File: config.mk
export PLATFORM = sky130hd
export DESIGN_NAME = interrupt_and_startup_status
export DESIGN_NICKNAME = d
export VERILOG_FILES = /design/src/serial_frame_engine.v /design/src/interrupt_and_startup_status.v
export VERILOG_INCLUDE_DIRS = /design/src
export SDC_FILE = /design/constraint.sdc
export NUM_CORES = 1
export LEC_CHECK = 0
export ABC_AREA = 0
export BUFFER_PORTS_ARGS = -buffer_cell sky130_fd_sc_hd__buf_2
export CAP_MARGIN = 20
export CORE_ASPECT_RATIO = 1.2
export CORE_MARGIN = 10
export CORE_UTILIZATION = 40
export DETAILED_ROUTE_END_ITERATION = 16
export HOLD_SLACK_MARGIN = 0.12
export MAX_ROUTING_LAYER = met4
export PLACE_DENSITY = 0.65
export SYNTH_ARGS = -nofsm -noshare
export SYNTH_HDL_FRONTEND = slang
export SYNTH_SLANG_ARGS = --single-unit
File: constraint.sdc
create_clock -name sys_clk -period 4.3 [get_ports sys_clk]
set_input_delay 0.215 -clock sys_clk [delete_from_list [all_inputs] [get_ports sys_clk]]
set_output_delay 0.215 -clock sys_clk [all_outputs]
set_load 0.05 [all_outputs]
File: src/irq_status_defs.vh
/*
 * Constants for the interrupt and startup status block: register addresses,
 * serial frame fields, flag positions and reset values.
 * Assumes inclusion by bare name from the design files of this folder.
 */
`ifndef IRQ_STATUS_DEFS_VH
`define IRQ_STATUS_DEFS_VH

`define ADDR_CONFIG 4'h2
`define ADDR_OSC_TRIM 4'h3
`define ADDR_WATCHDOG 4'h4
`define ADDR_IRQ_ENABLE 4'h5
`define ADDR_IRQ_FLAG 4'h6
`define ADDR_STARTUP_STATUS 4'hF

`define FRAME_BITS 5'h18
`define FRAME_CNT_MAX 5'h1F
`define FRM_WRITE 23
`define FRM_CLEAR 22
`define FRM_ADDR_HI 21
`define FRM_ADDR_LO 18
`define FRM_DATA_HI 7
`define FRM_DATA_LO 0

`define SERIAL_ERR_BIT 7
`define AUTORESET_BIT 0
`define CAUSE_HI 5
`define CAUSE_AFTER_ACK 6'h01

`define RST_BYTE 8'h00
`define RST_CAUSE 6'h00
`define RST_TRIM 5'h00
`define RST_ADDR 4'h0
`define TQ_BASE_CYCLES 8'h64

`endif

File: src/serial_frame_engine.v
/*
 * Serial slave framing: synchronises the serial pins, collects a 24-bit
 * frame MSB first, and shifts a reply byte out during the frame.
 * Assumes the host keeps the serial clock well below sys_clk / 4.
 */
`include "irq_status_defs.vh"

module serial_frame_engine (
  input wire sys_clk,
  input wire nrst,
  input wire sclk,
  input wire sin,
  input wire cs_n,
  input wire [7:0] load_data,
  output reg sout,
  output reg frame_start,
  output reg frame_done,
  output reg frame_error,
  output reg [23:0] frame_word
);

  reg sclk_s1, sclk_s2, sclk_d;
  reg sin_s1, sin_s2;
  reg cs_s1, cs_s2, cs_d;
  reg [23:0] in_shift;
  reg [7:0] out_shift;
  reg [4:0] bit_cnt;

  wire sclk_rise = sclk_s2 & ~sclk_d;
  wire sclk_fall = ~sclk_s2 & sclk_d;
  wire cs_fall = ~cs_s2 & cs_d;
  wire cs_rise = cs_s2 & ~cs_d;

  ////////////////////////////////////////////////////////////////////////////
  // Two-stage synchronisers, then a delayed copy for edge detection
  always @(posedge sys_clk or negedge nrst) begin
    if (!nrst) begin
      sclk_s1 <= 1'b0;
      sclk_s2 <= 1'b0;
      sclk_d <= 1'b0;
      sin_s1 <= 1'b0;
      sin_s2 <= 1'b0;
      cs_s1 <= 1'b1;
      cs_s2 <= 1'b1;
      cs_d <= 1'b1;
    end else begin
      sclk_s1 <= sclk;
      sclk_s2 <= sclk_s1;
      sclk_d <= sclk_s2;
      sin_s1 <= sin;
      sin_s2 <= sin_s1;
      cs_s1 <= cs_n;
      cs_s2 <= cs_s1;
      cs_d <= cs_s2;
    end
  end

  ////////////////////////////////////////////////////////////////////////////
  // Frame collection and reply shifting
  always @(posedge sys_clk or negedge nrst) begin
    if (!nrst) begin
      in_shift <= 24'h000000;
      out_shift <= `RST_BYTE;
      bit_cnt <= 5'h00;
      sout <= 1'b0;
      frame_start <= 1'b0;
      frame_done <= 1'b0;
      frame_error <= 1'b0;
      frame_word <= 24'h000000;
    end else begin
      frame_start <= cs_fall;
      frame_done <= 1'b0;
      frame_error <= 1'b0;
      if (cs_fall) begin
        bit_cnt <= 5'h00;
        out_shift <= load_data;
        sout <= load_data[7];
      end else if (!cs_s2) begin
        if (sclk_rise) begin
          in_shift <= {in_shift[22:0], sin_s2};
          if (bit_cnt != `FRAME_CNT_MAX)
            bit_cnt <= bit_cnt + 5'h01;
        end
        if (sclk_fall) begin
          out_shift <= {out_shift[6:0], 1'b0};
          sout <= out_shift[6];
        end
      end
      if (cs_rise) begin
        // A short or long frame is discarded: frame_error pulses instead of frame_done
        if (bit_cnt == `FRAME_BITS) begin
          frame_done <= 1'b1;
          frame_word <= in_shift;
        end else begin
          frame_error <= 1'b1;
        end
      end
    end
  end

endmodule // serial_frame_engine

File: src/interrupt_and_startup_status.v
/*
 * Interrupt flag, enable and startup status registers of a system-basis
 * chip, reached over the serial register interface, with the interrupt
 * request pin and an oscillator-trimmed time quantum tick.
 * Assumes event inputs are single-cycle pulses on sys_clk and that the
 * reset output and startup cause come from logic on the same clock.
 */
// Functional notes
// - Startup cause after reset-output low is readable in six low status bits.
// - Cause bits hold until first watchdog acknowledge, then become 000001.
// - Every flag is gated by its enable bit except the serial error flag.
// - Interrupt line stays low while an enabled flag is set, until cleared.
// - With autoreset selected, reading the flags clears all of them.
// - Time quantum length comes from the oscillator and follows its trim value.
// - Flags clear by explicit write or the serial clear-register operation.
// - Flag register sits at address 6, after enable register at 5.
`include "irq_status_defs.vh"

module interrupt_and_startup_status #(
  parameter FLAG_WIDTH = 8
) (
  input wire sys_clk,
  input wire nrst,
  input wire sclk,
  input wire sin,
  input wire cs_n,
  input wire [FLAG_WIDTH-1:0] flag_events,
  input wire reset_output_n,
  input wire [5:0] startup_cause,
  output reg sout,
  output reg interrupt_request_n,
  output reg tq_tick
);

  reg [7:0] interrupt_flag_reg;
  reg [7:0] interrupt_enable_reg;
  reg [7:0] config_reg;
  reg [4:0] oscillator_trim_reg;
  reg [7:0] watchdog_control_reg;
  reg [5:0] system_startup_status;
  reg [3:0] read_addr;
  reg rst_out_d;
  reg [7:0] tq_cnt;
  reg [7:0] next_flags;
  reg [7:0] flag_clr;

  wire sout_w;
  wire frame_start;
  wire frame_done;
  wire frame_error;
  wire [23:0] frame_word;
  wire [3:0] f_addr = frame_word[`FRM_ADDR_HI:`FRM_ADDR_LO];
  wire [7:0] f_data = frame_word[`FRM_DATA_HI:`FRM_DATA_LO];
  wire f_write = frame_done & frame_word[`FRM_WRITE];
  wire f_clear = frame_done & frame_word[`FRM_CLEAR];

  ////////////////////////////////////////////////////////////////////////////
  // Register read mux; unmapped addresses read as zero
  function [7:0] read_mux;
    input [3:0] addr;
    begin
      if (addr == `ADDR_CONFIG)
        read_mux = config_reg;
      else if (addr == `ADDR_OSC_TRIM)
        read_mux = {3'h0, oscillator_trim_reg};
      else if (addr == `ADDR_WATCHDOG)
        read_mux = watchdog_control_reg;
      else if (addr == `ADDR_IRQ_ENABLE)
        read_mux = interrupt_enable_reg;
      else if (addr == `ADDR_IRQ_FLAG)
        read_mux = interrupt_flag_reg;
      else if (addr == `ADDR_STARTUP_STATUS)
        read_mux = {2'h0, system_startup_status};
      else
        read_mux = 8'h00;
    end
  endfunction

  // Frame decode: a strobe qualified by one register address
  function hit;
    input strobe;
    input [3:0] addr;
    input [3:0] target;
    begin
      hit = strobe & (addr == target);
    end
  endfunction

  wire wr_config = hit(f_write, f_addr, `ADDR_CONFIG);
  wire wr_trim = hit(f_write, f_addr, `ADDR_OSC_TRIM);
  wire wr_watchdog = hit(f_write, f_addr, `ADDR_WATCHDOG);
  wire wr_enable = hit(f_write, f_addr, `ADDR_IRQ_ENABLE);
  wire wr_flags = hit(f_write, f_addr, `ADDR_IRQ_FLAG);
  wire clr_enable = hit(f_clear, f_addr, `ADDR_IRQ_ENABLE);
  wire clr_flags = hit(f_clear, f_addr, `ADDR_IRQ_FLAG);

  // Reply is the register named by the previous frame, loaded at frame start
  wire [7:0] reply = read_mux(read_addr);
  wire flag_read = frame_start & (read_addr == `ADDR_IRQ_FLAG);

  serial_frame_engine u_serial (
    .sys_clk(sys_clk),
    .nrst(nrst),
    .sclk(sclk),
    .sin(sin),
    .cs_n(cs_n),
    .load_data(reply),
    .sout(sout_w),
    .frame_start(frame_start),
    .frame_done(frame_done),
    .frame_error(frame_error),
    .frame_word(frame_word)
  );

  ////////////////////////////////////////////////////////////////////////////
  // Flag update: a set in the clearing cycle wins over the clear
  always @* begin
    flag_clr = 8'h00;
    if (wr_flags)
      flag_clr = f_data;
    if (clr_flags)
      flag_clr = 8'hFF;
    if (flag_read && config_reg[`AUTORESET_BIT])
      flag_clr = 8'hFF;
    next_flags = (interrupt_flag_reg & ~flag_clr) | flag_events[7:0];
    if (frame_error)
      next_flags[`SERIAL_ERR_BIT] = 1'b1;
  end

  ////////////////////////////////////////////////////////////////////////////
  // Registers, one process each; rst_out_d shares the startup status process
  always @(posedge sys_clk or negedge nrst) begin
    if (!nrst) begin
      interrupt_flag_reg <= `RST_BYTE;
    end else begin
      interrupt_flag_reg <= next_flags;
    end
  end

  // Any valid frame, write or not, names the next reply
  always @(posedge sys_clk or negedge nrst) begin
    if (!nrst) begin
      read_addr <= `RST_ADDR;
    end else if (frame_done) begin
      read_addr <= f_addr;
    end
  end

  always @(posedge sys_clk or negedge nrst) begin
    if (!nrst) begin
      interrupt_enable_reg <= `RST_BYTE;
    end else if (wr_enable) begin
      interrupt_enable_reg <= f_data;
    end else if (clr_enable) begin
      interrupt_enable_reg <= `RST_BYTE;
    end
  end

  always @(posedge sys_clk or negedge nrst) begin
    if (!nrst) begin
      config_reg <= `RST_BYTE;
    end else if (wr_config) begin
      config_reg <= f_data;
    end
  end

  always @(posedge sys_clk or negedge nrst) begin
    if (!nrst) begin
      oscillator_trim_reg <= `RST_TRIM;
    end else if (wr_trim) begin
      oscillator_trim_reg <= f_data[4:0];
    end
  end

  always @(posedge sys_clk or negedge nrst) begin
    if (!nrst) begin
      watchdog_control_reg <= `RST_BYTE;
    end else if (wr_watchdog) begin
      watchdog_control_reg <= f_data;
    end
  end

  // Cause caught as the reset output releases; any watchdog write acknowledges
  always @(posedge sys_clk or negedge nrst) begin
    if (!nrst) begin
      rst_out_d <= 1'b0;
      system_startup_status <= `RST_CAUSE;
    end else begin
      rst_out_d <= reset_output_n;
      if (reset_output_n && !rst_out_d)
        system_startup_status <= startup_cause;
      else if (wr_watchdog)
        system_startup_status <= `CAUSE_AFTER_ACK;
    end
  end

  ////////////////////////////////////////////////////////////////////////////
  // Interrupt line: registered so it never glitches on the pin
  wire [7:0] gate = {1'b1, interrupt_enable_reg[6:0]};
  always @(posedge sys_clk or negedge nrst) begin
    if (!nrst) begin
      interrupt_request_n <= 1'b1;
      sout <= 1'b0;
    end else begin
      interrupt_request_n <= ~|(interrupt_flag_reg & gate);
      sout <= sout_w;
    end
  end

  ////////////////////////////////////////////////////////////////////////////
  // Time quantum: period moves with the signed trim, like the RC oscillator
  wire [7:0] trim_ext = {{3{oscillator_trim_reg[4]}}, oscillator_trim_reg};
  wire [7:0] tq_period = `TQ_BASE_CYCLES - trim_ext;
  always @(posedge sys_clk or negedge nrst) begin
    if (!nrst) begin
      tq_cnt <= 8'h00;
      tq_tick <= 1'b0;
    end else begin
      tq_tick <= 1'b0;
      if (tq_cnt >= tq_period - 8'h01) begin
        tq_cnt <= 8'h00;
        tq_tick <= 1'b1;
      end else begin
        tq_cnt <= tq_cnt + 8'h01;
      end
    end
  end

endmodule // interrupt_and_startup_status

==> run summary, run 1 <==
Top-area cell type share of the netlist area: 54.29%
Synth Area in Adders: 2.552%
Maximum vdd drop: 0.2576 mV
Initial Utilization: 40.74%
Max-slew violation count: 0
Post-Synth XOR/XNOR Area: 1.299%
CTS tree: done
Routability cong.: 0.8857
Post-DP Area: 5648 µm²
Slowest-stage cell, CP: a2111oi_0
Reg with most FFs: u_serial.in_shift
Area growth syn-to-layout: 20.00%
Post-synth net total: 479
Pleak: 2.980 nW
Setup tns final: 0 ns
Peak per-stage delay on the critical path: 0.38 ns
Status: completed
R2R cell count: 8
Final Hold Vio Count: 0
Post-synthesis sequential area ratio: 56.24%
Netlist cell types: 58
Number of synthesized flops with an enable pin: 0
Via density: 5.397
Main combinational cell family by area after synthesis: multiplexers
Req. time, crit path: 4.61 ns
Clock buffer depth: 2
Final Util: 48.88%
Max Cap Violations: 0
Final Cell Area: 6471 µm²
Share of post-route cells with drive strength above 1: 26.68%
Slew margin rel.: 37.03%
Worst endpoint data arrival time: 2.55 ns
Clk sinks: 121
Detailed placer's ending HPWL: 7871 µm
# rows: 46
Power after layout: 2.829 mW
Mux share of post-synthesis cell area: 13.67%
Synth Instances: 448
Post CTS Setup Buffer Count: 0
CP Capture Type: flop
Antenna viol nets, final: 0
Ports: 23
Global-route wire length before repair: 19710 µm
Commonest non-fill, non-tap cell in the layout: dfrtp_1
First drt pass iteration count: 5
Initial antenna violation count: 1
Synth Area in Simple Gates: 12.30%
Grt total ovfl: 0
CTS H-tree lvls: 4
CTS root buffer: clkbuf_16
Commonest cells after routing, fill and taps aside: dfrtp_1 (117), mux2_2 (57), nand2_1 (50), buf_2 (21), dlygate4sd3_1 (19)
CTS Buf Count: 17
NumNets Final: 524
# DRC: 0
GRT Util Overall: 13.44%
Synth top area cells: dfrtp_1 (54%), mux2_2 (12%), nand2_1 (3.5%), ha_1 (2.6%), dfstp_2 (1.9%)
Routed len/inst: 16.91 µm
Register bit count reported by yosys: 121
Minimum clock period: 2.245 ns
Die W: 126.0 µm
R2r startpoint: oscillator_trim_reg[2]$_DFFE_PN0P_
Max reg flops: 24
Synth warn: 0
Complex-gate fraction of the synthesized area: 11.02%
Pin count of the biggest net entering global routing: 56
Reg clk slew, reported paths: 0.06 ns
DR vias: 3643
Die height: 147.2 µm
Post-Synthesis Cell Area: 5393 µm²
Async S/R FF share, synth: 100.0%
PortBufs: 22
Core area: 13240 µm²
DRT Wirelength: 11410 µm
Synth Flop Type: dfrtp_1
Syn avg cell area: 12.04 µm²
Pwr per Cell Area: 437.2 nW/µm²
Fmax: 0.4455 GHz
Top Registers: u_serial.in_shift (24), u_serial.frame_word (14)
Min-delay worst type: reg2reg
Worst Path Max Fanout: 3
Dominant cell type by area after synthesis: dfrtp_1
Min-Delay Endpoint: u_serial.sin_s2$_DFF_PN0_
Vias in the first global route: 3870
Worst skew pair latency: 0.41 ns
Startpoint types: flop
Crit-path most repeated cell: ha_1
Drt initial violations: 172
Final period utilization: 52.20%
Die ar.: 18550 µm²
Worst Max-Slew Pin Slew: 0.9445 ns
CP Cell Sequence: inv_1 -> ha_1 -> xor2_1 -> ha_1 -> a21o_1 -> a2111oi_0 -> a21bo_2 -> nor4_1
HP Start: u_serial.sin_s1$_DFF_PN0_
Unrepaired setup endpoints after global routing: no
CP Class: reg2reg
Final setup vio count: 0
Final Skew: 0.008406 ns
Hold path depth: 0
R2r setup slk: 2.06 ns
FF-to-FF End: tq_cnt[7]$_DFF_PN0_
-- worst max path at each step --
stage	startpoint	to	depth (start not counted)
after CTS	oscillator_trim_reg[2]$_DFFE_PN0P_	tq_cnt[7]$_DFF_PN0_	8
after global placement	oscillator_trim_reg[2]$_DFFE_PN0P_	tq_cnt[7]$_DFF_PN0_	8
after global routing	oscillator_trim_reg[2]$_DFFE_PN0P_	tq_cnt[7]$_DFF_PN0_	8
after floorplan	oscillator_trim_reg[2]$_DFFE_PN0P_	tq_cnt[7]$_DFF_PN0_	8
final	oscillator_trim_reg[2]$_DFFE_PN0P_	tq_cnt[7]$_DFF_PN0_	8
after detailed placement	oscillator_trim_reg[2]$_DFFE_PN0P_	tq_cnt[7]$_DFF_PN0_	8
-- through the flow --
stage,hold WS [ns],setup WS (ns),cells
after floorplan,-0.08059,2.259,448
after global placement,0.3044,2.181,623
final,0.3435,2.055,675
after CTS,0.3475,2.028,674
after detailed placement,0.3079,1.999,623
after global routing,0.3576,1.861,675
-- timing repair --
action	4_1_cts	5_1_grt
hold buffers	19	0
endpoints found under the hold margin	71	0
gates resized for setup	0	0
-- cells by family (layout without fill, tap and decap cells) --
logic type | after synthesis | in the layout
and+or+nand+nor | 126 | 126
DFF | 121 | 121
AOI/OAI and AO/OA | 81 | 81
muxes | 66 | 66
buffers and inverters | 35 | 93
adders and majority gates | 11 | 11
xor gates and xnor gates | 8 | 8
other | 0 | 1
-- routing by layer --
metal  GRT usage, %  vias up  wire (µm)
li1               -     1710          -
met1          14.85     1818       4779
met2          21.65       79       5811
met3          3.420       36        431
met4          7.640        0        390
met5              -        -          0
-- Yosys cell counts, types with 5 or more instances --
cell and count:
a211oi_1 7, a21oi_1 8, a221oi_1 5, a22o_1 12, a22oi_1 5, a31o_2 7, and3_1 7, buf_2 12
dfrtp_1 117, ha_1 11, inv_1 15, mux2_2 57, mux2i_1 8, nand2_1 50, nand2b_1 15, nand4_1 5
nor2_1 17, nor2b_1 7, nor3_1 6, o21ai_0 13, o31ai_1 5
-- where the power goes --
part	total [mW]	switching, mW	internal (mW)
logic	0.119	0.0630	0.0556
registers	1.21	0.0307	1.18
clock network	1.50	0.497	0.999
-- final cells by class --
type,instances,area (µm²)
fillers,1162,6766
clock buffers,21,460.4
repair buffers,45,332.8
inverters,16,60.06
well taps,168,210.2
diodes,1,2.502
flip-flops and latches,121,3033
multi-input cells,292,2202
clock inverters,11,170.2
-- worst max-delay path: cells and delay by family, from the launching register on --
kind | cells | cell delay [ns]
AOI/OAI and AO/OA | 3 | 0.83
adders and majority gates | 2 | 0.51
DFF | 1 | 0.36
and+or+nand+nor | 1 | 0.23
xor gates and xnor gates | 1 | 0.14
buffers and inverters | 1 | 0.08
Note: power is estimated with default switching activity, not from simulation.
==> run 2, diff against run 1 <==
--- a/config.mk
+++ b/config.mk
@@ -15,7 +15,7 @@
 export DETAILED_ROUTE_END_ITERATION = 16
 export HOLD_SLACK_MARGIN = 0.12
 export MAX_ROUTING_LAYER = met4
-export PLACE_DENSITY = 0.65
+export PLACE_DENSITY = 0.67
 export SYNTH_ARGS = -nofsm -noshare
 export SYNTH_HDL_FRONTEND = slang
 export SYNTH_SLANG_ARGS = --single-unit
==> constraint.sdc (replaced) <==
create_clock -name sys_clk -period 1.9 [get_ports sys_clk]
set_input_delay 0.095 -clock sys_clk [delete_from_list [all_inputs] [get_ports sys_clk]]
set_output_delay 0.095 -clock sys_clk [all_outputs]
set_load 0.05 [all_outputs]
==> run summary, run 2 (synthesis gave the netlist of run 1 again) <==
Area growth syn-to-layout: 26.01% (was 20.00%)
Final period utilization: 103.0% (was 52.20%)
PortBufs: 22 (unchanged)
CTS H-tree lvls: 4 (unchanged)
Share of post-route cells with drive strength above 1: 33.46% (was 26.68%)
Fmax: 0.5108 GHz (was 0.4455 GHz)
Top Metal Used: met4 (unchanged)
Worst skew pair latency: 0.41 ns (about the same)
Pleak: 3.146 nW (was 2.980 nW)
DRT Wirelength: 11670 µm (was 11410 µm)
Minimum clock period: 1.958 ns (was 2.245 ns)
Min Hold Slack: 0.1303 ns (was 0.3435 ns)
Global-route wire length before repair: 19510 µm (was 19710 µm)
Pwr per Cell Area: 946.3 nW/µm² (was 437.2 nW/µm²)
Max Cap Violations: 0 (unchanged)
Routed len/inst: 16.68 µm (was 16.91 µm)
Worst Max-Slew Pin Slew: 0.7393 ns (was 0.9445 ns)
CTS root buffer: clkbuf_16 (unchanged)
Final setup vio count: 3 (was 0)
Setup WS pre-CTS: -0.1693 ns (was 1.999 ns)
Metal-1 WL: 4880 µm (was 4779 µm)
Final Cell Area: 6795 µm² (was 6471 µm²)
# rows: 46 (unchanged)
First drt pass iteration count: 7 (was 5)
Int Pwr: 5.088 mW (was 2.239 mW)
Top Registers: u_serial.in_shift (24), u_serial.frame_word (14) (unchanged)
FF/Latch Area: 3033 µm² (unchanged)
CP Cell Sequence: inv_2 -> ha_4 -> xor2_1 -> ha_1 -> a21o_1 -> a311o_2 -> a211oi_2 (was inv_1 -> ha_1 -> xor2_1 -> ha_1 -> a21o_1 -> a2111oi_0 -> a21bo_2 -> nor4_1)
NumNets Final: 550 (was 524)
Filler cells: 1174 (was 1162)
Min-delay worst type: in2async (was reg2reg)
Peak per-stage delay on the critical path: 0.42 ns (was 0.38 ns)
Multi-input gate area: 2296 µm² (was 2202 µm²)
Met2 WL: 6217 µm (was 5811 µm)
Die ar.: 18550 µm² (unchanged)
CTS tree: done (unchanged)
Worst endpoint data arrival time: 2.27 ns (was 2.55 ns)
Detailed placer's ending HPWL: 8090 µm (was 7871 µm)
Slowest-stage cell, CP: a311o_2 (was a2111oi_0)
Pin count of the biggest net entering global routing: 73 (was 56)
Sw Ratio: 20.87% (about the same)
GRT Util Overall: 13.25% (was 13.44%)
Power after layout: 6.430 mW (was 2.829 mW)
Via density: 5.336 (was 5.397)
Die W: 126.0 µm (unchanged)
Final Skew: 0.008175 ns (was 0.008406 ns)
Number of diodes: 0 (was 1)
Initial Utilization: 40.74% (unchanged)
# DRC: 0 (unchanged)
Clock buffer depth: 2 (unchanged)
Reg with most FFs: u_serial.in_shift (unchanged)
Final Util: 51.33% (was 48.88%)
Final Hold Vio Count: 0 (unchanged)
Placed Instances: 645 (was 623)
CP startpoint: oscillator_trim_reg[2]$_DFFE_PN0P_ (unchanged)
Initial antenna violation count: 0 (was 1)
R2r startpoint: oscillator_trim_reg[2]$_DFFE_PN0P_ (unchanged)
Sequential power share: 42.8% (was 42.9%)
CP Class: reg2reg (unchanged)
Failing checks: negative setup slack
Antenna viol nets, final: 0 (unchanged)
Worst Path Max Fanout: 7 (was 3)
Die height: 147.2 µm (unchanged)
CP Capture Type: flop (unchanged)
Commonest cells after routing, fill and taps aside: dfrtp_1 (117), mux2_2 (57), nand2_1 (50), buf_4 (28), buf_2 (21) (was dfrtp_1 (117), mux2_2 (57), nand2_1 (50), buf_2 (21), dlygate4sd3_1 (19))
Fin cells: 700 (was 675)
Status: finished, violations left (was completed)
Unrepaired setup endpoints after global routing: yes (was no)
Clock Power Share: 52.5% (was 52.9%)
Setup tns final: -0.1420 ns (was 0 ns)
Routability cong.: 0.8658 (was 0.8857)
DR vias: 3735 (was 3643)
Max-slew violation count: 0 (unchanged)
Routed wl met3: 368 µm (was 431 µm)
Req. time, crit path: 2.22 ns (was 4.61 ns)
Slew margin rel.: 50.49% (was 37.03%)
Startpoint types: flop (unchanged)
Ports: 23 (unchanged)
Reg clk slew, reported paths: 0.05 ns (was 0.06 ns)
Post-layout worst setup margin: -0.05780 ns (was 2.055 ns)
CTS Buf Count: 17 (unchanged)
Clk sinks: 121 (unchanged)
Grt total ovfl: 0 (unchanged)
Max reg flops: 24 (unchanged)
Post-DP Area: 5872 µm² (was 5648 µm²)
Top delay family on crit path: compound AO/OA/AOI/OAI gates (unchanged)
Vias in the first global route: 3938 (was 3870)
Commonest non-fill, non-tap cell in the layout: dfrtp_1 (unchanged)
Part of the power in combinational logic: 4.6% (was 4.2%)
Core area: 13240 µm² (unchanged)
Maximum vdd drop: 0.5877 mV (was 0.2576 mV)
Crit path buf inv count: 1 (unchanged)
Switching pwr: 1.342 mW (was 590.4 µW)
Drt initial violations: 259 (was 172)
run 2: cell count changes in the layout (fill, tap and decap cells not counted), moves of 2 or more:
| cell | delta |
|---|---|
| buf_4 | +23 |
| inv_1 | -2 |
| buf_12 | +3 |
| ha_1 | -3 |
| a211oi_1 | -5 |
| inv_2 | +2 |
| clkinvlp_4 | -3 |
| ha_4 | +2 |
| a211oi_2 | +5 |
| clkinv_4 | +2 |
run 2: routing by layer:
layer  GRT usage, %  up-vias
met2          22.04       69
met5              -        -
met4          5.929        0
met3          3.312       20
met1          14.72     1897
li1               -     1749
run 2: what timing repair did:
item | 4_1_cts | 5_1_grt
pin swaps | 10 | 8
hold endpoints to repair | 136 | 0
setup endpoints to repair | 11 | 14
gates resized for setup | 10 | 7
hold buffers | 19 | 0
buffers inserted | 1 | 4
run 2: worst paths after layout:
path                                              end  slack [ns]  cells past startpoint
min in group sys_clk         u_serial.cs_s1$_DFF_PN1_        0.33                      2
setup / recovery                  tq_cnt[3]$_DFF_PN0_       -0.06                      7
hold / removal              u_serial.sout$_DFFE_PN0P_        0.13                      2
setup reg to reg                  tq_cnt[3]$_DFF_PN0_       -0.06                      7
hold reg to reg            u_serial.sclk_s2$_DFF_PN0_        0.35                      0
max in group asynchronous     u_serial.cs_d$_DFF_PN1_        1.10                      3
run 2: final cells by class:
cell class / count / area share, %
clock inverter: 11 / 2.504
sequential: 121 / 44.63
inverter: 16 / 0.8838
tap: 168 / 3.093
timing repair buffer: 71 / 8.323
multi-input combinational: 292 / 33.79
clock buffer: 21 / 6.776
run 2: worst register-to-register path: stages, from the launching register on:
cell and delay [ns]:
dfrtp_1 0.39, inv_2 0.08, ha_4 0.13, xor2_1 0.14, ha_1 0.25, a21o_1 0.19
a311o_2 0.42, a211oi_2 0.27
run 2: power groups by stage:
| stage | clock (mW) | sequential [mW] | combinational (mW) |
|---|---|---|---|
| finish | 3.38 | 2.75 | 0.298 |
| global route | 3.55 | 2.76 | 0.333 |
| CTS | 3.44 | 2.75 | 0.297 |
| detailed placement | 0 | 2.80 | 0.265 |
| global placement | 0 | 2.79 | 0.252 |
| floorplan | 0 | 2.78 | 0.131 |
==> run 3, diff against run 2 <==
--- a/config.mk
+++ b/config.mk
@@ -9,7 +9,7 @@
 export ABC_AREA = 0
 export BUFFER_PORTS_ARGS = -buffer_cell sky130_fd_sc_hd__buf_2
 export CAP_MARGIN = 20
-export CORE_ASPECT_RATIO = 1.2
+export CORE_ASPECT_RATIO = 1.75
 export CORE_MARGIN = 10
 export CORE_UTILIZATION = 40
 export DETAILED_ROUTE_END_ITERATION = 16
==> run summary, run 3 (synthesis gave the netlist of run 1 again) <==
Status: finished, violations left (unchanged)
Failing checks: negative setup slack (unchanged)
CP Cell Sequence: inv_2 -> ha_4 -> xor2_1 -> ha_1 -> a21o_1 -> a2111oi_4 -> a21bo_2 -> nor4_2 (was inv_2 -> ha_4 -> xor2_1 -> ha_1 -> a21o_1 -> a311o_2 -> a211oi_2)
Reg with most FFs: u_serial.in_shift (unchanged)
Grt total ovfl: 0 (unchanged)
Core area: 13310 µm² (was 13240 µm²)
Reg clk slew, reported paths: 0.06 ns (was 0.05 ns)
Ports: 23 (unchanged)
Minimum clock period: 2.035 ns (was 1.958 ns)
CTS H-tree lvls: 4 (unchanged)
FF/Latch Area: 3033 µm² (unchanged)
Slew margin rel.: 39.75% (was 50.49%)
Slowest-stage cell, CP: dfrtp_1 (was a311o_2)
Peak per-stage delay on the critical path: 0.36 ns (was 0.42 ns)
Crit path buf inv count: 1 (unchanged)
Max-slew violation count: 0 (unchanged)
Post-DP Area: 5891 µm² (was 5872 µm²)
R2r startpoint: oscillator_trim_reg[3]$_DFFE_PN0P_ (was oscillator_trim_reg[2]$_DFFE_PN0P_)
Multi-input gate area: 2307 µm² (was 2296 µm²)
Clk sinks: 121 (unchanged)
FF-to-FF End: tq_cnt[7]$_DFF_PN0_ (was tq_cnt[3]$_DFF_PN0_)
CP Capture Type: flop (unchanged)
Drt initial violations: 201 (was 259)
# rows: 56 (was 46)
Filler cells: 1171 (was 1174)
CTS tree: done (unchanged)
Worst endpoint data arrival time: 2.36 ns (was 2.27 ns)
CP Class: reg2reg (unchanged)
# DRC: 0 (unchanged)
Top Registers: u_serial.in_shift (24), u_serial.frame_word (14) (unchanged)
Min-delay worst type: in2async (unchanged)
Max Cap Violations: 0 (unchanged)
Pin count of the biggest net entering global routing: 52 (was 73)
PortBufs: 22 (unchanged)
R2r setup slk: -0.13 ns (was -0.06 ns)
R2R cell count: 8 (was 7)
Min Hold Slack: 0.2012 ns (was 0.1303 ns)
Clock buffer depth: 2 (unchanged)
Initial antenna violation count: 0 (unchanged)
CTS Buf Count: 17 (unchanged)
Final Skew: 0.01134 ns (was 0.008175 ns)
Antenna viol nets, final: 0 (unchanged)
Final setup vio count: 8 (was 3)
Die ar.: 18710 µm² (was 18550 µm²)
Worst Path Max Fanout: 2 (was 7)
Detailed placer's ending HPWL: 8828 µm (was 8090 µm)
Number of diodes: 0 (unchanged)
Pleak: 3.124 nW (was 3.146 nW)
Routability cong.: 0.9309 (was 0.8658)
Post-layout worst setup margin: -0.1349 ns (was -0.05780 ns)
NumNets Final: 550 (unchanged)
GRT Util Overall: 14.20% (was 13.25%)
Fmax: 0.4914 GHz (was 0.5108 GHz)
Global-route wire length before repair: 20590 µm (was 19510 µm)
Worst skew pair latency: 0.42 ns (was 0.41 ns)
Req. time, crit path: 2.22 ns (about the same)
Share of post-route cells with drive strength above 1: 33.83% (was 33.46%)
Pwr per Cell Area: 911.0 nW/µm² (was 946.3 nW/µm²)
Die height: 173.6 µm (was 147.2 µm)
DRT Wirelength: 12230 µm (was 11670 µm)
Unrepaired setup endpoints after global routing: yes (unchanged)
Top delay family on crit path: compound AO/OA/AOI/OAI gates (unchanged)
Via density: 5.285 (was 5.336)
Max reg flops: 24 (unchanged)
DR vias: 3731 (was 3735)
First drt pass iteration count: 4 (was 7)
Startpoint types: flop (unchanged)
Commonest cells after routing, fill and taps aside: dfrtp_1 (117), mux2_2 (57), nand2_1 (50), buf_4 (27), buf_2 (21) (was dfrtp_1 (117), mux2_2 (57), nand2_1 (50), buf_4 (28), buf_2 (21))
CTS root buffer: clkbuf_16 (unchanged)
Final Hold Vio Count: 0 (unchanged)
Maximum vdd drop: 0.5506 mV (was 0.5877 mV)
Vias in the first global route: 4121 (was 3938)
Initial Utilization: 40.51% (was 40.74%)
Final period utilization: 107.1% (was 103.0%)
Routed len/inst: 17.32 µm (was 16.68 µm)
Commonest non-fill, non-tap cell in the layout: dfrtp_1 (unchanged)
Final Cell Area: 6777 µm² (was 6795 µm²)
Die W: 107.8 µm (was 126.0 µm)
Area growth syn-to-layout: 25.66% (was 26.01%)
Worst Max-Slew Pin Slew: 0.8998 ns (was 0.7393 ns)
run 3: changes by cell type in the layout (fill, tap and decap cells not counted), sizes merged:
cell | previous run | this run
inv | 15 | 24
clkinv | 8 | 5
clkinvlp | 0 | 1
bufinv | 4 | 1
clkbuf | 21 | 17
run 3: layer usage:
metal	global-route usage, %	vias to the layer above	routed length (µm)
met1	13.92	1885	4584
met5	-	-	0
met3	2.867	32	248
met2	24.36	63	6810
li1	-	1751	-
met4	9.564	0	582
run 3: worst register-to-register path: stages, from the launching register on:
cell and delay (ns):
dfrtp_1 0.36, inv_2 0.06, ha_4 0.15, xor2_1 0.14, ha_1 0.31, a21o_1 0.22
a2111oi_4 0.30, a21bo_2 0.28, nor4_2 0.13
run 3: how the worst max path moves through the flow:
stage | from | cells after the start | slack [ns] | end
floorplan | oscillator_trim_reg[2]$_DFFE_PN0P_ | 8 | -0.05 | tq_cnt[7]$_DFF_PN0_
global placement | oscillator_trim_reg[2]$_DFFE_PN0P_ | 8 | -0.1 | tq_cnt[7]$_DFF_PN0_
detailed placement | oscillator_trim_reg[3]$_DFFE_PN0P_ | 8 | -0.36 | tq_cnt[7]$_DFF_PN0_
CTS | oscillator_trim_reg[2]$_DFFE_PN0P_ | 8 | -0.16 | tq_cnt[7]$_DFF_PN0_
global route | oscillator_trim_reg[2]$_DFFE_PN0P_ | 8 | -0.25 | tq_cnt[6]$_DFF_PN0_
finish | oscillator_trim_reg[3]$_DFFE_PN0P_ | 8 | -0.13 | tq_cnt[7]$_DFF_PN0_
run 3: repair_timing:
item,in CTS,in global routing
gates resized for setup,11,6
endpoints found under the hold margin,134,0
pin swaps,8,5
hold buffers,19,0
setup endpoints to repair,10,12
buffers inserted,2,3
run 3: layout make-up:
cell class	instances	area share (%)
Multi-Input combinational cell	292	34.05
Clock inverter	15	2.290
Clock buffer	17	6.278
Tap cell	174	3.213
Timing Repair Buffer	71	8.530
Sequential cell	121	44.76
Inverter	16	0.8863
run 3: per-stage QoR:
stage	TNS (ns)	power, mW	std cells	utilization (%)	worst slack, ns
final	-0.5710	6.173	706	50.90	-0.1349
after global routing	-1.361	6.407	706	50.90	-0.2504
after CTS	-0.4765	6.245	703	50.47	-0.1552
after detailed placement	-1.248	3.059	650	44.25	-0.3563
after global placement	-0.3433	3.042	650	44.25	-0.09768
after floorplan	-0.05260	2.913	448	-	-0.05075
run 3: where the power goes:
| group | switching [mW] | total [mW] | internal (mW) | leakage [nW] |
|---|---|---|---|---|
| Clock | 1.28 | 3.13 | 1.85 | 0.285 |
| Sequential | 0.0652 | 2.74 | 2.68 | 1.58 |
| Combinational | 0.152 | 0.300 | 0.148 | 1.26 |
| Total | 1.50 | 6.17 | 4.68 | 3.12 |
